<file path="src/logic/pss_regs.svh">
`ifndef PSS_REGS_SVH
`define PSS_REGS_SVH
`define PSS_OFF_STATUS_WORD 8'h79
`define PSS_OFF_VOUT_STATUS 8'h7a
`define PSS_OFF_IOUT_STATUS 8'h7b
`define PSS_RST_WORD 16'h0000
`define PSS_RST_BYTE 8'h00
`define PSS_W_VOUT 15
`define PSS_W_IOUT 14
`define PSS_W_INPUT 13
`define PSS_W_VENDOR 12
`define PSS_W_PGOOD 11
`define PSS_W_FET 8
`define PSS_B_GATE_OFF 6
`define PSS_B_OC_FAULT 4
`define PSS_B_UV_FAULT 3
`define PSS_B_TEMP 2
`define PSS_B_COMM 1
`define PSS_B_OTHER 0
`define PSS_V_OV 6
`define PSS_V_UV 5
`define PSS_I_OC_FAULT 7
`define PSS_I_OC_WARN 5
`endif

</file>
<file path="src/logic/pss_pkg.sv">
package pss_pkg;
   // raw event and level inputs from protection and monitor logic
   typedef struct packed {
      logic vout_ov;
      logic vout_uv;
      logic oc_fault;
      logic oc_warn;
      logic fet_fault;
      logic comm_err;
      logic uv_in_fault;
      logic gate_off;
      logic power_good_sense_input;
      logic input_active;
      logic vendor_status_summary;
      logic temp_active;
      logic other_status_pending_flag;
   } pss_events_t;
endpackage : pss_pkg

</file>
<file path="src/logic/pss_status.sv">
`timescale 1ns/1ps
`include "pss_regs.svh"
// Contract
// (RULE1) bit 15 live OR of voltage status
// (RULE2) bit 14 live OR of current status
// (RULE3) bit 13 live input status summary
// (RULE4) bit 12 live vendor status summary
// (RULE5) bit 11 set while power not good
// (RULE6) bit 8 latches pass transistor fault
// (RULE7) word bits 10,9,7,5 read zero
// (RULE8) word low byte equals status byte
// (RULE9) all status registers reset to zero
// (RULE10) voltage bit 6 latches overvoltage
// (RULE11) voltage bit 5 latches undervoltage
// (RULE12) bits 4 to 0 read zero
// (RULE13) voltage bit 7, current bit 6 zero
// (RULE14) current bit 7 latches overcurrent shutdown
// (RULE15) current bit 5 latches overcurrent warning
// (RULE16) comm fault latches on bus error
// (RULE17) gate off bit is live
// (RULE18) latched bits hold until clear command
module pss_status
   import pss_pkg::*;
(
   input wire logic sys_clk_in,
   input wire logic rst_b_in,
   input wire pss_events_t events_in,
   input wire logic clear_faults_in,
   input wire logic [7:0] rd_addr_in,
   output logic [15:0] status_summary_word_out,
   output logic [7:0] output_voltage_status_out,
   output logic [7:0] output_current_status_out,
   output logic [15:0] rd_data_out
);
   // latched bits
   logic vout_ov, vout_uv, oc_fault, oc_warn, fet_fault, comm_fault;
   logic uv_fault;

   // sticky capture, set wins over clear
   wire next_vout_ov = events_in.vout_ov | (vout_ov & ~clear_faults_in);
   wire next_vout_uv = events_in.vout_uv | (vout_uv & ~clear_faults_in);
   wire next_oc_fault = events_in.oc_fault | (oc_fault & ~clear_faults_in);
   wire next_oc_warn = events_in.oc_warn | (oc_warn & ~clear_faults_in);
   wire next_fet = events_in.fet_fault | (fet_fault & ~clear_faults_in);
   wire next_comm = events_in.comm_err | (comm_fault & ~clear_faults_in);
   wire next_uv = events_in.uv_in_fault | (uv_fault & ~clear_faults_in);

   // register images built from latches and live levels
   wire [7:0] next_vout_reg = {1'b0, next_vout_ov, next_vout_uv, 5'b0_0000};
   wire [7:0] next_iout_reg = {next_oc_fault, 1'b0, next_oc_warn,
                               5'b0_0000};
   wire power_not_good_flag = ~events_in.power_good_sense_input;
   wire [7:0] next_byte = {1'b0, events_in.gate_off, 1'b0, next_oc_fault,
                           next_uv, events_in.temp_active, next_comm,
                           events_in.other_status_pending_flag};
   wire [15:0] next_word = {|next_vout_reg, |next_iout_reg,
                            events_in.input_active,
                            events_in.vendor_status_summary,
                            power_not_good_flag, 2'b00, next_fet,
                            next_byte};
   wire sel_word = rd_addr_in == `PSS_OFF_STATUS_WORD;
   wire sel_vout = rd_addr_in == `PSS_OFF_VOUT_STATUS;
   wire sel_iout = rd_addr_in == `PSS_OFF_IOUT_STATUS;
   wire [15:0] next_rd = sel_word ? next_word :
                         sel_vout ? {8'h00, next_vout_reg} :
                         sel_iout ? {8'h00, next_iout_reg} : 16'h0000;

   // latch flops (RULE6) (RULE10) (RULE11) (RULE14) (RULE15) (RULE16)
   always_ff @(posedge sys_clk_in or negedge rst_b_in) begin
      if (!rst_b_in) begin
         {vout_ov, vout_uv, oc_fault, oc_warn} <= 4'h0;
         {fet_fault, comm_fault, uv_fault} <= 3'b000;
      end else begin
         {vout_ov, vout_uv, oc_fault, oc_warn} <=
            {next_vout_ov, next_vout_uv, next_oc_fault, next_oc_warn};
         {fet_fault, comm_fault, uv_fault} <= {next_fet, next_comm, next_uv};
      end
   end

   // summary word register (RULE1) (RULE2) (RULE3) (RULE4) (RULE5) (RULE9)
   always_ff @(posedge sys_clk_in or negedge rst_b_in) begin
      if (!rst_b_in) begin
         status_summary_word_out <= `PSS_RST_WORD;
      end else begin
         status_summary_word_out <= next_word; // RULE8 RULE7 RULE17
      end
   end

   // output voltage status register (RULE9)
   always_ff @(posedge sys_clk_in or negedge rst_b_in) begin
      if (!rst_b_in) begin
         output_voltage_status_out <= `PSS_RST_BYTE;
      end else begin
         output_voltage_status_out <= next_vout_reg; // RULE12 RULE13
      end
   end

   // output current status register (RULE9)
   always_ff @(posedge sys_clk_in or negedge rst_b_in) begin
      if (!rst_b_in) begin
         output_current_status_out <= `PSS_RST_BYTE;
      end else begin
         output_current_status_out <= next_iout_reg; // RULE18
      end
   end

   // read data register, unmapped offsets read zero
   always_ff @(posedge sys_clk_in or negedge rst_b_in) begin
      if (!rst_b_in) begin
         rd_data_out <= `PSS_RST_WORD;
      end else begin
         rd_data_out <= next_rd;
      end
   end

   // summary bits track the detail registers
   a_vout_summary: assert property (@(posedge sys_clk_in) // RULE1
      disable iff (!rst_b_in) status_summary_word_out[`PSS_W_VOUT] ==
      |output_voltage_status_out) else $error("vout summary wrong");
   a_iout_summary: assert property (@(posedge sys_clk_in) // RULE2
      disable iff (!rst_b_in) status_summary_word_out[`PSS_W_IOUT] ==
      |output_current_status_out) else $error("iout summary wrong");
   a_oc_mirror: assert property (@(posedge sys_clk_in) // RULE8
      disable iff (!rst_b_in) status_summary_word_out[`PSS_B_OC_FAULT] ==
      output_current_status_out[`PSS_I_OC_FAULT]) else $error("oc mirror");

   // live bits show the level of the previous edge, once out of reset
   a_input_live: assert property (@(posedge sys_clk_in) // RULE3
      disable iff (!rst_b_in) rst_b_in && $past(rst_b_in) |->
      status_summary_word_out[`PSS_W_INPUT] ==
      $past(events_in.input_active)) else $error("input bit");
   a_vendor_live: assert property (@(posedge sys_clk_in) // RULE4
      disable iff (!rst_b_in) rst_b_in && $past(rst_b_in) |->
      status_summary_word_out[`PSS_W_VENDOR] ==
      $past(events_in.vendor_status_summary)) else $error("vendor");
   a_pgood_live: assert property (@(posedge sys_clk_in) // RULE5
      disable iff (!rst_b_in) rst_b_in && $past(rst_b_in) |->
      status_summary_word_out[`PSS_W_PGOOD] ==
      !$past(events_in.power_good_sense_input)) else $error("pgood");
   a_gate_live: assert property (@(posedge sys_clk_in) // RULE17
      disable iff (!rst_b_in) rst_b_in && $past(rst_b_in) |->
      status_summary_word_out[`PSS_B_GATE_OFF] ==
      $past(events_in.gate_off)) else $error("gate off");
   a_temp_live: assert property (@(posedge sys_clk_in) // RULE8
      disable iff (!rst_b_in) rst_b_in && $past(rst_b_in) |->
      status_summary_word_out[`PSS_B_TEMP] ==
      $past(events_in.temp_active)) else $error("temp bit");
   a_other_live: assert property (@(posedge sys_clk_in) // RULE8
      disable iff (!rst_b_in) rst_b_in && $past(rst_b_in) |->
      status_summary_word_out[`PSS_B_OTHER] ==
      $past(events_in.other_status_pending_flag)) else $error("other bit");

   // reserved positions never set
   a_reserved_zero: assert property (@(posedge sys_clk_in) // RULE7
      disable iff (!rst_b_in) status_summary_word_out[10:9] == 2'b00 &&
      !status_summary_word_out[7] && !status_summary_word_out[5] &&
      output_voltage_status_out[4:0] == 5'h00 &&
      output_current_status_out[4:0] == 5'h00 &&
      !output_voltage_status_out[7] && !output_current_status_out[6])
      else $error("reserved bit set");

   // latched bits set one edge after their event
   a_ov_latch: assert property (@(posedge sys_clk_in) // RULE10
      disable iff (!rst_b_in) rst_b_in && events_in.vout_ov |=>
      output_voltage_status_out[`PSS_V_OV]) else $error("ov latch");
   a_uv_latch: assert property (@(posedge sys_clk_in) // RULE11
      disable iff (!rst_b_in) rst_b_in && events_in.vout_uv |=>
      output_voltage_status_out[`PSS_V_UV]) else $error("uv latch");
   a_oc_latch: assert property (@(posedge sys_clk_in) // RULE14
      disable iff (!rst_b_in) rst_b_in && events_in.oc_fault |=>
      output_current_status_out[`PSS_I_OC_FAULT] &&
      status_summary_word_out[`PSS_B_OC_FAULT]) else $error("oc");
   a_warn_latch: assert property (@(posedge sys_clk_in) // RULE15
      disable iff (!rst_b_in) rst_b_in && events_in.oc_warn |=>
      output_current_status_out[`PSS_I_OC_WARN]) else $error("oc warn");
   a_fet_latch: assert property (@(posedge sys_clk_in) // RULE6
      disable iff (!rst_b_in) rst_b_in && events_in.fet_fault |=>
      status_summary_word_out[`PSS_W_FET]) else $error("fet latch");
   a_comm_latch: assert property (@(posedge sys_clk_in) // RULE16
      disable iff (!rst_b_in) rst_b_in && events_in.comm_err |=>
      status_summary_word_out[`PSS_B_COMM]) else $error("comm latch");
   a_uvin_latch: assert property (@(posedge sys_clk_in) // RULE8
      disable iff (!rst_b_in) rst_b_in && events_in.uv_in_fault |=>
      status_summary_word_out[`PSS_B_UV_FAULT]) else $error("uv in latch");

   // latched bits hold until a clear edge
   a_fet_hold: assert property (@(posedge sys_clk_in) // RULE6
      disable iff (!rst_b_in) status_summary_word_out[`PSS_W_FET] &&
      !clear_faults_in |=> status_summary_word_out[`PSS_W_FET])
      else $error("fet");
   a_ov_hold: assert property (@(posedge sys_clk_in) // RULE18
      disable iff (!rst_b_in) output_voltage_status_out[`PSS_V_OV] &&
      !clear_faults_in |=> output_voltage_status_out[`PSS_V_OV])
      else $error("ov hold");
   a_uv_hold: assert property (@(posedge sys_clk_in) // RULE18
      disable iff (!rst_b_in) output_voltage_status_out[`PSS_V_UV] &&
      !clear_faults_in |=> output_voltage_status_out[`PSS_V_UV])
      else $error("uv hold");
   a_oc_hold: assert property (@(posedge sys_clk_in) // RULE18
      disable iff (!rst_b_in) output_current_status_out[`PSS_I_OC_FAULT] &&
      !clear_faults_in |=> output_current_status_out[`PSS_I_OC_FAULT])
      else $error("oc hold");
   a_warn_hold: assert property (@(posedge sys_clk_in) // RULE18
      disable iff (!rst_b_in) output_current_status_out[`PSS_I_OC_WARN] &&
      !clear_faults_in |=> output_current_status_out[`PSS_I_OC_WARN])
      else $error("warn hold");
   a_comm_hold: assert property (@(posedge sys_clk_in) // RULE16
      disable iff (!rst_b_in) status_summary_word_out[`PSS_B_COMM] &&
      !clear_faults_in |=> status_summary_word_out[`PSS_B_COMM])
      else $error("comm hold");
   a_clear_drop: assert property (@(posedge sys_clk_in) // RULE18
      disable iff (!rst_b_in) clear_faults_in && !events_in.comm_err |=>
      !status_summary_word_out[`PSS_B_COMM]) else $error("clear");

   // reset and the first edge after it show zeros
   a_reset_zero: assert property (@(posedge sys_clk_in) // RULE9
      disable iff (!rst_b_in) !rst_b_in || !$past(rst_b_in) |->
      status_summary_word_out == `PSS_RST_WORD &&
      output_voltage_status_out == `PSS_RST_BYTE &&
      output_current_status_out == `PSS_RST_BYTE) else $error("reset value");

   // read data mirrors the register chosen one edge earlier
   a_rd_word: assert property (@(posedge sys_clk_in)
      disable iff (!rst_b_in) rst_b_in && $past(rst_b_in) &&
      $past(rd_addr_in) == `PSS_OFF_STATUS_WORD |->
      rd_data_out == status_summary_word_out) else $error("read word");
   a_rd_vout: assert property (@(posedge sys_clk_in)
      disable iff (!rst_b_in) rst_b_in && $past(rst_b_in) &&
      $past(rd_addr_in) == `PSS_OFF_VOUT_STATUS |->
      rd_data_out == {8'h00, output_voltage_status_out})
      else $error("read vout");
   a_rd_iout: assert property (@(posedge sys_clk_in)
      disable iff (!rst_b_in) rst_b_in && $past(rst_b_in) &&
      $past(rd_addr_in) == `PSS_OFF_IOUT_STATUS |->
      rd_data_out == {8'h00, output_current_status_out})
      else $error("read iout");

   // main scenarios
   c_ov_seen: cover property (@(posedge sys_clk_in)
      output_voltage_status_out[`PSS_V_OV]);
   c_oc_warn: cover property (@(posedge sys_clk_in)
      output_current_status_out[`PSS_I_OC_WARN]);
   c_clear: cover property (@(posedge sys_clk_in) disable iff (!rst_b_in)
      status_summary_word_out[`PSS_B_COMM] ##1 clear_faults_in ##1
      !status_summary_word_out[`PSS_B_COMM]);
   c_set_wins: cover property (@(posedge sys_clk_in) disable iff (!rst_b_in)
      clear_faults_in && events_in.comm_err ##1
      status_summary_word_out[`PSS_B_COMM]);
   c_pgood_bad: cover property (@(posedge sys_clk_in) disable iff (!rst_b_in)
      status_summary_word_out[`PSS_W_PGOOD]);
endmodule : pss_status

</file>
<file path="config.mk">
export PLATFORM = sky130hd
export DESIGN_NAME = pss_status
export DESIGN_NICKNAME = d
export VERILOG_FILES = /design/src/logic/pss_pkg.sv /design/src/logic/pss_status.sv
export VERILOG_INCLUDE_DIRS = /design/src /design/src/logic
export SDC_FILE = /design/constraint.sdc
export NUM_CORES = 1
export LEC_CHECK = 0
export BUFFER_PORTS_ARGS = -buffer_cell sky130_fd_sc_hd__buf_2
export CORE_UTILIZATION = 42
export DETAILED_ROUTE_END_ITERATION = 6
export PLACE_DENSITY_LB_ADDON = 0.2
export SLEW_MARGIN = 10
export SYNTH_ARGS = -nofsm -noshare
export SYNTH_HDL_FRONTEND = slang
export SYNTH_SLANG_ARGS = --single-unit
export TNS_END_PERCENT = 1
</file>
<file path="constraint.sdc">
create_clock -name sys_clk_in -period 1 [get_ports sys_clk_in]
set_input_delay 0.05 -clock sys_clk_in [delete_from_list [all_inputs] [get_ports sys_clk_in]]
set_output_delay 0.05 -clock sys_clk_in [all_outputs]
set_load 0.01 [all_outputs]
</file>
== Word level (Yosys, flattened, before mapping) ==
Cells that the tools add are included.

* Register bits after elaboration: 39
* Latch bits: 0
* Bits in writable memories: 0
* Bits in read-only memories: 0
* Bits of input ports: 24
* Output and inout port bits: 48
* Word-level logic and storage cells: 35
* Memories: 0

* Add/subtract/negate cells: 0
* Multiply operators: 0
* Div/mod/pow operators: 0
* Magnitude comparators: 0
* Equality and inequality tests: 3
* Shift operators: 0
* Mux-type cells: 3
* Bitwise logic cells: 16
* Reductions and logical operators: 2

{| class="wikitable"
|+ Operators by type and width
! cell !! number
|-
| $eq 8x7->1 const B || 3
|-
| $mux 16 || 1
|-
| $mux 8 || 2
|-
| $and 1x1->1 || 7
|-
| $or 1x1->1 || 7
|-
| $reduce_or 2->1 || 2
|-
| $not 1->1 || 2
|}

== Longest topological paths before layout ==
Gate-level depths: netlist of the first run.

* Depth after elaboration: 6
* Mapped depth: 4
* Mapped depth without buffers: 3

== Worst setup path before layout of the first run ==
No wires, ideal clock.

* Kind: reg2reg
* Start point: register, netlist name output_voltage_status_out[6]
* End point: register output_voltage_status_out[6]
* Library setup time: 0.127 ns
* Data arrival time: 0.745 ns
* Data required time: 0.873 ns
* Setup slack: 0.127 ns
* Stages on the path, launching flop included: 3
* Path buffers: 0
* Period minus slack after synthesis: 0.873 ns
* Cell sequence: dfrtp_1 > nor2b_1 > or2_2

{| class="wikitable"
|+ RTL lines
! element !! line !! RTL
|-
| end signal, assigned || pss_status.sv:92 || <nowiki>output_voltage_status_out <= `PSS_RST_BYTE;</nowiki>
|-
| end signal, assigned || pss_status.sv:94 || <nowiki>output_voltage_status_out <= next_vout_reg;</nowiki>
|-
| end, declared || pss_status.sv:31 || <nowiki>output logic [7:0] output_voltage_status_out,</nowiki>
|}

== Final worst setup path of the first run ==
* Start point: input events_in[12] (netlist name)
* End point: register rd_data_out[15]

* Cells in the longest elaborated chain, start to end: 3

{| class="wikitable"
|+ RTL lines
! element !! line !! RTL
|-
| start, declared || pss_status.sv:27 || <nowiki>input wire pss_events_t events_in,</nowiki>
|-
| $or 1x1->1 || pss_status.sv:40 || <nowiki>wire next_vout_ov = events_in.vout_ov | (vout_ov & ~clear_faults_in);</nowiki>
|-
| $reduce_or 2->1 || pss_status.sv:56 || <nowiki>wire [15:0] next_word = {|next_vout_reg, |next_iout_reg,</nowiki>
|-
| net next_word[15] || pss_status.sv:56 ||
|-
| $mux 16 || pss_status.sv:64 || <nowiki>wire [15:0] next_rd = sel_word ? next_word :</nowiki>
|-
| net next_rd[15] || pss_status.sv:64 ||
|-
| end signal, assigned || pss_status.sv:110 || <nowiki>rd_data_out <= `PSS_RST_WORD;</nowiki>
|-
| end signal, assigned || pss_status.sv:112 || <nowiki>rd_data_out <= next_rd;</nowiki>
|-
| end, declared || pss_status.sv:33 || <nowiki>output logic [15:0] rd_data_out</nowiki>
|}

The timed path passes the listed nets, and every way through them passes these cells.

==> results of run 1 <==
-- layout make-up --
type / count / area (um^2)
timing repair buffer: 69 / 435
clock inverter: 1 / 5.00
clock buffer: 7 / 65.1
fill: 233 / 1120
sequential: 29 / 726
inverter: 7 / 26.3
multi-input combinational: 56 / 315
tap: 31 / 38.8
-- sequential cells by signal (all words and copies together) (netlist names) --
signal,cells
rd_data_out,14
status_summary_word_out,12
output_voltage_status_out,2
output_current_status_out,1
-- worst max-delay path, cell delays in order --
cell and delay, ns:
dlygate4sd3_1 0.55, buf_2 0.14, nor2_1 0.09, o21ai_0 0.13, and2b_2 0.22
-- logic make-up (layout without fill, tap and decap cells) --
family,Yosys count,after routing,synth area share [%]
buffers and inverters,34,84,19.2
DFF,29,29,60.0
and+or+nand+nor,26,26,13.6
AOI/OAI and AO/OA,12,12,6.82
other,1,18,0.310
-- how the worst max path moves through the flow --
stage                                       startpoint                            to  slack [ns]  depth (start not counted)
final                                    events_in[12]               rd_data_out[15]        0.03                          5
after global routing      output_current_status_out[5]  output_current_status_out[5]       0.001                          1
after CTS                 output_voltage_status_out[5]               rd_data_out[15]        0.04                          3
after detailed placement  output_voltage_status_out[5]               rd_data_out[15]        0.05                          3
after global placement    output_voltage_status_out[5]               rd_data_out[15]        0.08                          3
after floorplan           output_voltage_status_out[6]  output_voltage_status_out[6]        0.13                          2
-- cells in the final DEF (no fill, tap or decap) --
cell type and count:
conb_1 18, and2b_2 1, o21ai_0 1, nand2_1 2
and2b_1 2, nor2_1 9, dlygate4sd3_1 15, buf_12 1
nor2b_1 1, clkbuf_4 5, nor2b_4 1, nor2b_2 4
a21o_1 6, or2_2 1, inv_1 7, o21ai_1 1
and4b_2 1, o211ai_1 1, nor3b_1 1, nor3_1 1
nand3_1 1, buf_2 53, clkbuf_8 2, clkinv_2 1
dfrtp_1 29, a211oi_1 2, a21oi_1 1, nand3_2 1
-- repair_timing --
| item | 4_1_cts | 5_1_grt |
|---|---|---|
| hold endpoints to repair | 49 | 1 |
| resized for setup | 0 | 1 |
| setup endpoints to repair | 0 | 1 |
| hold buffers | 14 | 1 |
-- layer usage --
layer	part of all wire (%)	track usage, %	wire length (um)	vias up
met1	38	15.3	804	386
met4	2.3	7.50	48	0
li1	-	-	-	410
met3	9.2	6.74	195	6
met2	50	24.3	1070	49
met5	0	0	0	-
-- stage by stage --
| stage | hold WS (ns) | setup slack [ns] | utilization [%] | cells | cell area, um^2 |
|---|---|---|---|---|---|
| after floorplan | -0.246 | 0.127 | - | 119 | 1270 |
| after global placement | 0.0981 | 0.0794 | 50.9 | 177 | 1390 |
| after detailed placement | 0.111 | 0.0522 | 50.9 | 177 | 1390 |
| after CTS | 0.00787 | 0.0406 | 58.6 | 199 | 1600 |
| after global routing | 0.0268 | 0.00115 | 58.9 | 200 | 1610 |
| final | 0.0245 | 0.0300 | 58.9 | 200 | 1610 |
-- power by group --
part           switching, mW  internal [mW]  leakage (nW)
Clock                  0.371          0.407        0.0413
Combinational          0.143          0.128         0.504
Sequential            0.0169           1.21         0.360
==> results.md, run 1 <==
Status:
- The flow ran to the end, and the final reports show no timing, DRC or antenna violations.

Global routing:
- The largest net degree at the start of global routing is 30.
- The number of antenna violations at the first check in global routing is 0.
- Summed over all layers, the global routing overflow is 0.
- The first global-routing pass estimated 3.30 mm of wire.
- The number of global-route vias before repair came to around 760.
- The total routing resource utilization after global routing is 14.5%.

Setup path:
- The endpoint type of the worst setup path is a flop.
- The setup path with the least slack is of type in2reg.
- For the worst setup path, the data arrival time is 1.18 ns.
- In this run the critical register-to-register path is captured at rd_data_out[15].
- The category of the worst setup path launch point is an input pin.
- The worst flop-to-flop path startpoint is output_voltage_status_out[5].
- STA puts the critical path data required time at 1.21 ns.
- The highest net fanout along the worst path is 3.
- The worst register-to-register path has a setup slack of approximately 0.050 ns.
- The number of cells traversed by the worst register-to-register path is 3.

Die:
- The floorplan die width is 55.7 um.
- The die is 55.7 um tall.
- The floorplan step defined a core boundary enclosing 2730 um^2.
- The number of top-level design ports is between 70 and 80.
- The area enclosed by the die boundary is 3100 um^2.
- The effective utilization at floorplan is 44.3%.
- The standard-cell row count is 19.

Yosys:
- The netlist uses 23 different library cells.
- By count the netlist is led by dfrtp_1 (29), buf_4 (26), nor2_1 (9).
- By area the synthesized netlist is led by dfrtp_1 (60%), buf_4 (16%), a21o_1 (3.7%).
- The total of warnings raised by yosys is 0.
- The share of synthesized area in the top cell type comes to roughly three fifths.
- The synthesized netlist occupies a cell area of 1210 um^2.
- The library cell occupying the most area in the post-synthesis netlist is dfrtp_1.
- After synthesis, the mean cell area works out to 11.9 um^2.
- Among all flip-flop cells after synthesis, the most frequent one is dfrtp_1.
- After synthesis, the share of flip-flops with an asynchronous set or reset is between 90% and 100%.
- The count of state elements after synthesis is 29.
- Counting every instance in the synthesized netlist gives 102.
- Counting flops with a built-in enable in the synthesized netlist gives 0.
- The most common cell in the synthesized netlist is dfrtp_1.
- The sequential fraction of the synthesis area is between 50% and 60%.

Placed design:
- The final weighted congestion of routability-driven global placement is 0.783.
- The number of I/O port buffers is 53.
- The detailed placement HPWL is between 1 and 1.5 mm.

Timing:
- Summed over all failing endpoints, the final setup total negative slack is 0 ns.
- The count of endpoints failing hold in the final timing report is 0.
- Setup repair after global routing left no endpoint under its margin.
- The count of final max-slew check failures is 0.
- At the pin with the least slew margin, the transition time is 0.622 ns.
- After layout, the worst path uses 97.0% of the clock period.
- The worst slew margin relative to its limit is 58.5%.
- Based on the critical path, the design can be clocked at up to 1.03 GHz.
- The clock period minus worst slack is 0.970 ns.
- The maximum clock skew at final layout is 0.00762 ns.
- Setup violations remaining at the end of the flow were counted as 0.

Worst hold path:
- The sink of the worst hold path is rd_data_out[7].
- The tightest min-delay check is of the in2reg type.
- The worst hold path was traced through 3 stages.
- The hold path startpoint is rd_addr_in[1].

Clock network:
- In this run the clock root is driven by a clkbuf_4.
- The post-CTS setup-driven buffer insertion count is 0.
- Clock tree synthesis inserted a total of 5 buffers.
- The number of buffers on the longest clock path is 2.
- The clock-pin transition on the worst setup and hold timing paths is 0.09 ns.
- The later pin in the worst-skew pair is clocked with a latency of 0.32 ns.
- The H-tree generated during clock tree synthesis spans 2 levels.
- TritonCTS built the clock tree.
- Clock tree synthesis found a total of 29 sinks.

Route:
- The number of vias after detailed routing is roughly 850.
- The vias per cell is 4.26.
- The remaining antenna violation count is 0.
- The final routed DRC violation total is 0.
- The routed wire length per instance is 10.6 um.
- The number of detailed-routing iterations run before antenna repair is 3.
- After detailed routing, the total wire length is roughly 2.1 mm.
- The first routing iteration left 6 violations.

Final layout:
- In the final layout, the share of cells above drive strength 1 is ~42%.
- The layout overhead on the synthesized area is 33.2%.
- 0 antenna diodes ended up in the layout.
- In the final design database the tool counted 192 nets.

Pwr:
- Summing internal, switching and leakage power gives approximately 2.3 mW.
- The ratio of total power to cell area is 1410 nW/um^2.
- The maximum VDD drop is about 1.1 mV.
- Summed over all cells, the static leakage comes to 0.906 nW.

Job:
- The max-cap violation count is 0.
Note: power is estimated with default switching activity, not from simulation.
==> run 2: changes to the inputs <==
--- a/config.mk
+++ b/config.mk
@@ -6,6 +6,7 @@
 export SDC_FILE = /design/constraint.sdc
 export NUM_CORES = 1
 export LEC_CHECK = 0
+export ABC_AREA = 1
 export BUFFER_PORTS_ARGS = -buffer_cell sky130_fd_sc_hd__buf_2
 export CORE_UTILIZATION = 42
 export DETAILED_ROUTE_END_ITERATION = 6
==> results.md, run 2 <==
Status:
- Run status: finished, final reports clean (unchanged).

Timing:
- The maximum clock skew at final layout is 0.00381 ns (was 0.00762 ns).
- The worst-case setup margin in the final layout came to 0.102 ns (was 0.0300 ns).
- The fraction of the cycle the final worst path needs came to 89.8% (was 97.0%).
- The count of final max-slew check failures is 0 (unchanged).
- The final-layout setup total negative slack is 0 ns (unchanged).
- The achievable frequency is 1.11 GHz (was 1.03 GHz).
- The final setup violation count is 0 (unchanged).
- The worst slack on hold paths came to 0.0808 ns (was 0.0245 ns).
- The count of endpoints failing hold in the final timing report is 0 (unchanged).
- RSZ-0062 raised after global routing: no (unchanged).
- The clock period minus worst slack is 0.898 ns (was 0.970 ns).

Yosys:
- The most numerous cell in the Yosys netlist is dfrtp_1 (unchanged).
- The most common flop cell mapped by yosys is dfrtp_1 (unchanged).
- The total of warnings raised by yosys was 0 (unchanged).
- The count of distinct cell types in the synthesized netlist is 12 (was 23).
- The count of state elements after synthesis is 29 (unchanged).
- The area share of the largest cell type after synthesis came to 60.7% (was 60.0%).
- The synthesized instance count is 120 (was 102).
- The post-synthesis average cell area is 9.97 um^2 (was 11.9 um^2).
- The sequential fraction of the synthesis area is 60.7% (was 60.0%).
- The number of flops mapped to enable cells by yosys is 0 (unchanged).
- The async set or reset register ratio after synthesis is 100% (unchanged).
- Most common library cells after synthesis: dfrtp_1 (29), buf_4 (26), inv_1 (20) (was dfrtp_1 (29), buf_4 (26), nor2_1 (9)).
- The post-synthesis cell area is 1200 um^2 (was 1210 um^2).
- The library cell occupying the most area in the post-synthesis netlist is dfrtp_1 (unchanged).
- Top cells by area in the synthesized netlist: dfrtp_1 (61%), buf_4 (16%), inv_1 (6.3%) (was dfrtp_1 (60%), buf_4 (16%), a21o_1 (3.7%)).

Setup path:
- Sequence of cells on the critical path: buf_2 (was dlygate4sd3_1 -> buf_2 -> nor2_1 -> o21ai_0 -> and2b_2).
- The slack of the worst reg-to-reg path is 0.14 ns (was 0.05 ns).
- The critical path depth in cells is 1 (was 5).
- The highest net fanout along the worst path is 2 (was 3).
- The data arrival at the endpoint of the critical path is 0.85 ns (was 1.18 ns).
- The endpoint type of the worst setup path is a primary output (was flop).
- The longest individual stage delay on the worst path is 0.39 ns (was 0.55 ns).
- The critical path buffer and inverter count came to 1 (was 2).
- The critical path required time is 0.95 ns (was 1.21 ns).
- The origin of the worst setup path is output_voltage_status_out[6] (was events_in[12]).
- The category of the worst setup path launch point is a flop (was input pin).
- The number of cells traversed by the worst register-to-register path came to 4 (was 3).
- The critical path start-end classification is reg2out (was in2reg).
- The kind of cell adding the most delay to the critical path is flip-flops (was buffers and inverters).
- The capturing point of the worst reg2reg path is status_summary_word_out[14] (was rd_data_out[15]).
- The slowest cell on the critical path is dfrtp_1 (was dlygate4sd3_1).
- The last element of the critical path is output_voltage_status_out[6] (was rd_data_out[15]).
- The worst flop-to-flop path startpoint was status_summary_word_out[4] (was output_voltage_status_out[5]).

Final layout:
- Registers with the highest flip-flop counts: rd_data_out x14, status_summary_word_out x12, output_voltage_status_out x2 (unchanged).
- The number of flip-flops in the largest register is 14 (unchanged).
- The layout overhead on the synthesized area is 31.4% (was 33.2%).
- The leading cell type in the layout, fill and taps excluded is buf_2 (unchanged).
- The post-layout net count is 209 (was 192).
- Top library cells by usage in the layout, fill and taps aside: buf_2 (53), dfrtp_1 (29), inv_1 (20) (was buf_2 (53), dfrtp_1 (29), conb_1 (18)).
- The ratio of cells with drive above 1 in the final layout is 35.5% (was 42.0%).
- The post-layout utilization of the core is 60.7% (was 58.9%).
- The register with the most flip-flops is rd_data_out (unchanged).
- The number of antenna repair diodes is 0 (unchanged).

Die:
- The floorplan core area is 2590 um^2 (was 2730 um^2).
- The standard-cell row count came to 18 (was 19).
- The floorplan die width is 55.4 um (was 55.7 um).
- The number of top-level design ports is 72 (unchanged).
- The effective utilization at floorplan came to 46.2% (was 44.3%).
- The die extent in y was 55.4 um (was 55.7 um).
- The area enclosed by the die boundary came to 3070 um^2 (was 3100 um^2).

Clock network:
- The count of cells resized by post-cts repair came to 0 (unchanged).
- The clock latency on the worst-skew pair came to 0.31 ns (was 0.32 ns).
- The CTS tree is yes (unchanged).
- The number of buffers on the longest clock path is 2 (unchanged).
- The cell chosen for the clock root is clkbuf_4 (unchanged).
- The number of H-tree branching levels is 2 (unchanged).
- The number of buffers created by CTS is 5 (unchanged).
- The clock sink count is 29 (unchanged).
- The clock-pin transition on the worst setup and hold timing paths is 0.09 ns (about the same).

Route:
- The number of vias after detailed routing came to 857 (was 851).
- The sum of routed wire length over all layers was 2.10 mm (was 2.12 mm).
- The number of detailed-routing iterations run before antenna repair is 4 (was 3).
- The remaining antenna violation count is 0 (unchanged).
- The routed wire length per instance is 9.70 um (was 10.6 um).
- The final routed DRC violation total came to 0 (unchanged).
- The vias per cell is 3.97 (was 4.26).
- The iteration-0 DRC count of the detailed router is 12 (was 6).

Placed design:
- The worst slack at placement is 0.150 ns (was 0.0522 ns).
- The final weighted congestion of routability-driven global placement is 0.688 (was 0.783).
- The number of I/O port buffers came to 53 (unchanged).
- The detailed placement HPWL came to 1.57 mm (was 1.49 mm).

Global routing:
- The number of global-route vias before repair is 828 (was 762).
- The largest net degree at the start of global routing was 26 (was 30).
- The total routing resource utilization after global routing was 14.6% (was 14.5%).
- The wire length of the first global-routing pass is 3.44 mm (was 3.30 mm).
- The number of antenna violations at the first check in global routing is 0 (unchanged).
- The total congestion overflow is 0 (unchanged).

Pwr:
- The static leakage is 0.934 nW (was 0.906 nW).
- The overall power consumption is 2.15 mW (was 2.27 mW).
- The maximum VDD drop is 0.984 mV (was 1.08 mV).
- The ratio of total power to cell area is 1370 nW/um^2 (was 1410 nW/um^2).

Worst hold path:
- The worst min-delay path class is in2async (was in2reg).

Job:
- The max-cap violation count is 0 (unchanged).
run 2: how the worst min path moves through the flow:
stage	start	to	slack (ns)	cells after the start
6_report	rst_b_in	rd_data_out[8]	0.08	2
5_1_grt	rst_b_in	rd_data_out[8]	0.07	2
3_3_place_gp	rst_b_in	rd_data_out[3]	-0.13	1
3_5_place_dp	rst_b_in	status_summary_word_out[3]	-0.12	1
4_1_cts	rst_b_in	rd_data_out[8]	0.06	2
2_1_floorplan	rst_b_in	output_current_status_out[5]	-0.25	0
run 2: worst reg2reg max path, stage by stage, from the launching register on:
cell and delay [ns]:
dfrtp_1 0.39, nand2_1 0.07, nand2_1 0.09, nor2_1 0.16, inv_1 0.06
run 2: layout make-up:
cell class | count | area [um^2]
clock buffer | 5 | 37.5
clock inverter | 3 | 17.5
fill | 244 | 1020
inverter | 20 | 75.1
multi-input combinational | 61 | 253
sequential | 29 | 726
tap | 30 | 37.5
timing repair buffer | 68 | 425
run 2: per-stage QoR:
step / cell area, um^2 / std cells
6_report: 1570 / 216
4_1_cts: 1570 / 216
3_5_place_dp: 1380 / 194
3_3_place_gp: 1380 / 194
5_1_grt: 1570 / 216
2_1_floorplan: 1260 / 137
run 2: report_power, final:
group          internal, mW  switching (mW)  total, mW  leakage [nW]
Clock                 0.265           0.392      0.657        0.0310
Combinational         0.120           0.154      0.274         0.543
Sequential             1.21          0.0133       1.22         0.360
run 2: logic make-up (layout without fill, tap and decap cells):
group	count (synthesis)	count (layout)	share of synthesized area [%]
buffers and inverters	47	96	23.5
other	1	18	0.314
AOI/OAI and AO/OA	3	3	1.25
DFF	29	29	60.7
and+or+nand+nor	40	40	14.2
run 2: routing by layer:
| layer | global-route usage, % | part of all wire [%] |
|---|---|---|
| met3 | 6.56 | 8.2 |
| met1 | 16.8 | 43 |
| met5 | 0 | 0 |
| met2 | 23.9 | 49 |
| met4 | 5.36 | 0 |
run 2: what timing repair did:
item                                   CTS  global route
endpoints found under the hold margin   51             0
buffers inserted                         0             0
hold buffers                            14             0
==> run 3: changes to the inputs <==
--- a/config.mk
+++ b/config.mk
@@ -10,7 +10,7 @@
 export BUFFER_PORTS_ARGS = -buffer_cell sky130_fd_sc_hd__buf_2
 export CORE_UTILIZATION = 42
 export DETAILED_ROUTE_END_ITERATION = 6
-export PLACE_DENSITY_LB_ADDON = 0.2
+export PLACE_DENSITY_LB_ADDON = 0.1
 export SLEW_MARGIN = 10
 export SYNTH_ARGS = -nofsm -noshare
 export SYNTH_HDL_FRONTEND = slang
==> results.md, run 3 (synthesized netlist as in run 2, its figures left out) <==
Timing:
- The maximum clock skew at final layout is 0.00139 ns (was 0.00381 ns).
- The fraction of the cycle the final worst path needs is 90.3% (was 89.8%).
- The achievable frequency is 1.11 GHz (about the same).
- The final-layout setup total negative slack is 0 ns (unchanged).
- RSZ-0062 raised after global routing: no (unchanged).
- The worst-case setup margin in the final layout was 0.0969 ns (was 0.102 ns).
- The count of endpoints failing hold in the final timing report came to 0 (unchanged).
- The clock period minus worst slack came to 0.903 ns (was 0.898 ns).
- The count of final max-slew check failures is 0 (unchanged).
- The final setup violation count is 0 (unchanged).

Setup path:
- The critical path depth in cells is 1 (unchanged).
- The critical path buffer and inverter count is 1 (unchanged).
- The capturing point of the worst reg2reg path is status_summary_word_out[14] (unchanged).
- Sequence of cells on the critical path: buf_2 (unchanged).
- The endpoint type of the worst setup path is a primary output (unchanged).
- The slack of the worst reg-to-reg path was 0.14 ns (about the same).
- The worst flop-to-flop path startpoint was status_summary_word_out[4] (unchanged).
- The data arrival at the endpoint of the critical path is 0.85 ns (about the same).
- The longest individual stage delay on the worst path is 0.39 ns (about the same).
- The critical path required time came to 0.95 ns (about the same).
- The origin of the worst setup path is status_summary_word_out[4] (was output_voltage_status_out[6]).
- The last element of the critical path is output_current_status_out[7] (was output_voltage_status_out[6]).
- The number of cells traversed by the worst register-to-register path is 4 (unchanged).
- The critical path start-end classification is reg2out (unchanged).
- The highest net fanout along the worst path came to 3 (was 2).
- The slowest cell on the critical path was dfrtp_1 (unchanged).
- The kind of cell adding the most delay to the critical path is flip-flops (unchanged).
- The category of the worst setup path launch point was a flop (unchanged).

Clock network:
- The CTS tree is yes (unchanged).
- The number of buffers on the longest clock path was 2 (unchanged).
- The number of buffers created by CTS is 5 (unchanged).
- The post-CTS setup-driven buffer insertion count came to 0 (unchanged).
- The clock latency on the worst-skew pair was 0.31 ns (about the same).
- The number of H-tree branching levels came to 2 (unchanged).
- The cell chosen for the clock root was clkbuf_4 (unchanged).
- The clock sink count was 29 (unchanged).
- The clock-pin transition on the worst setup and hold timing paths is 0.09 ns (about the same).

Final layout:
- The leading cell type in the layout, fill and taps excluded is buf_2 (unchanged).
- The number of antenna repair diodes is 0 (unchanged).
- Top library cells by usage in the layout, fill and taps aside: buf_2 (53), dfrtp_1 (29), inv_1 (20) (unchanged).
- The final standard cell count with taps included and fillers excluded is 217 (was 216).
- The area occupied by multi-input gates is 253 um^2 (unchanged).
- The layout overhead on the synthesized area is 32.2% (was 31.4%).
- The number of fillers in the final layout is 232 (was 244).
- The number of flip-flops in the largest register is 14 (unchanged).
- Registers with the highest flip-flop counts: rd_data_out x14, status_summary_word_out x12, output_voltage_status_out x2 (unchanged).
- The post-layout net count is 210 (was 209).
- The ratio of cells with drive above 1 in the final layout was 35.8% (was 35.5%).
- The register with the most flip-flops is rd_data_out (unchanged).
- The area taken by flip-flops and latches came to 726 um^2 (unchanged).

Route:
- The remaining antenna violation count came to 0 (unchanged).
- The number of vias after detailed routing is 891 (was 857).
- The vias per cell is 4.11 (was 3.97).
- The sum of routed wire length over all layers is 2.10 mm (about the same).
- The final routed DRC violation total is 0 (unchanged).
- The number of detailed-routing iterations run before antenna repair is 4 (unchanged).
- The routed wire length per instance came to 9.70 um (about the same).
- The iteration-0 DRC count of the detailed router is 8 (was 12).

Global routing:
- The largest net degree at the start of global routing came to 17 (was 26).
- The met2 capacity usage during global routing is 28.6% (was 23.9%).
- The routing usage on met3 is 5.15% (was 6.56%).
- The wire length of the first global-routing pass is 3.67 mm (was 3.44 mm).
- The number of global-route vias before repair was 886 (was 828).
- The total routing resource utilization after global routing came to 15.8% (was 14.6%).
- The global-route track usage on met1 is 16.0% (was 16.8%).
- The layer with the highest usage was met2 (unchanged).
- The number of antenna violations at the first check in global routing came to 0 (unchanged).
- The total congestion overflow is 0 (unchanged).

Die:
- The standard-cell row count came to 18 (unchanged).
- The effective utilization at floorplan is 46.2% (unchanged).
- The area enclosed by the die boundary is 3070 um^2 (unchanged).
- The floorplan core area came to 2590 um^2 (unchanged).
- The number of top-level design ports was 72 (unchanged).
- The floorplan die width is 55.4 um (unchanged).
- The die extent in y is 55.4 um (unchanged).

Placed design:
- The count of placed standard cells including taps was 195 (was 194).
- The final weighted congestion of routability-driven global placement came to 0.706 (was 0.688).
- The detailed placement HPWL is 1.45 mm (was 1.57 mm).
- The number of I/O port buffers is 53 (unchanged).
- The worst slack at placement came to 0.150 ns (about the same).

Worst hold path:
- The worst min-delay path class is in2reg (was in2async).
- The worst hold path passes through 5 cells.

Job:
- The max-cap violation count is 0 (unchanged).

Status:
- Run status: finished, final reports clean (unchanged).

Pwr:
- The static leakage is 0.945 nW (was 0.934 nW).
- The ratio of total power to cell area was 1440 nW/um^2 (was 1370 nW/um^2).
- The maximum VDD drop is 1.32 mV (was 0.984 mV).
==> run 3: changes by cell type in the layout (fill, tap and decap cells not counted), sizes merged <==
cell	previous run	this run
clkbuf	5	7
clkinvlp	1	0
buf	54	55
clkinv	2	1
==> run 3: final cells by class <==
| type | count | area share (%) |
|---|---|---|
| multi-input combinational | 61 | 16.0 |
| timing repair buffer | 69 | 26.6 |
| inverter | 20 | 4.75 |
| tap | 30 | 2.37 |
| sequential | 29 | 45.9 |
| clock inverter | 1 | 0.316 |
| clock buffer | 7 | 4.11 |
==> run 3: tightest hold or removal path: cells and delay by family <==
kind / cells / cell delay (ns)
buffers and inverters: 1 / 0.11
and+or+nand+nor: 4 / 0.19
==> run 3: what timing repair did <==
item,CTS,global route
endpoints found under the hold margin,51,0
gates resized for setup,0,0
hold buffers,14,0
==> run 3: per-layer routing <==
layer  share of wire (%)  up-vias
met4                 2.6        0
met5                   0        -
met2                  54       51
met3                 7.6        6
li1                    -      439
met1                  36      395
==> run 3: worst min path at each step <==
stage / start / to / slack [ns]
after CTS: rd_addr_in[1] / rd_data_out[7] / 0.06
after global routing: rd_addr_in[1] / rd_data_out[7] / 0.05
after detailed placement: rst_b_in / rd_data_out[3] / -0.02
after floorplan: rst_b_in / output_current_status_out[5] / -0.25
after global placement: rst_b_in / rd_data_out[3] / -0.03
final: rd_addr_in[1] / rd_data_out[7] / 0.06
==> run 3: power breakdown <==
group / total (mW) / internal, mW / switching, mW
Sequential: 1.22 / 1.21 / 0.0129
Clock: 0.786 / 0.407 / 0.379
Combinational: 0.268 / 0.116 / 0.152
==> run 3: metrics by stage <==
stage / hold WS, ns / area, um^2 / utilization, % / total power [mW]
floorplan: -0.246 / 1260 / - / 1.43
global placement: -0.0275 / 1370 / 52.9 / 1.47
detailed placement: -0.0222 / 1370 / 52.9 / 1.47
CTS: 0.0554 / 1580 / 61.1 / 2.32
global route: 0.0544 / 1580 / 61.1 / 2.41
finish: 0.0647 / 1580 / 61.1 / 2.27
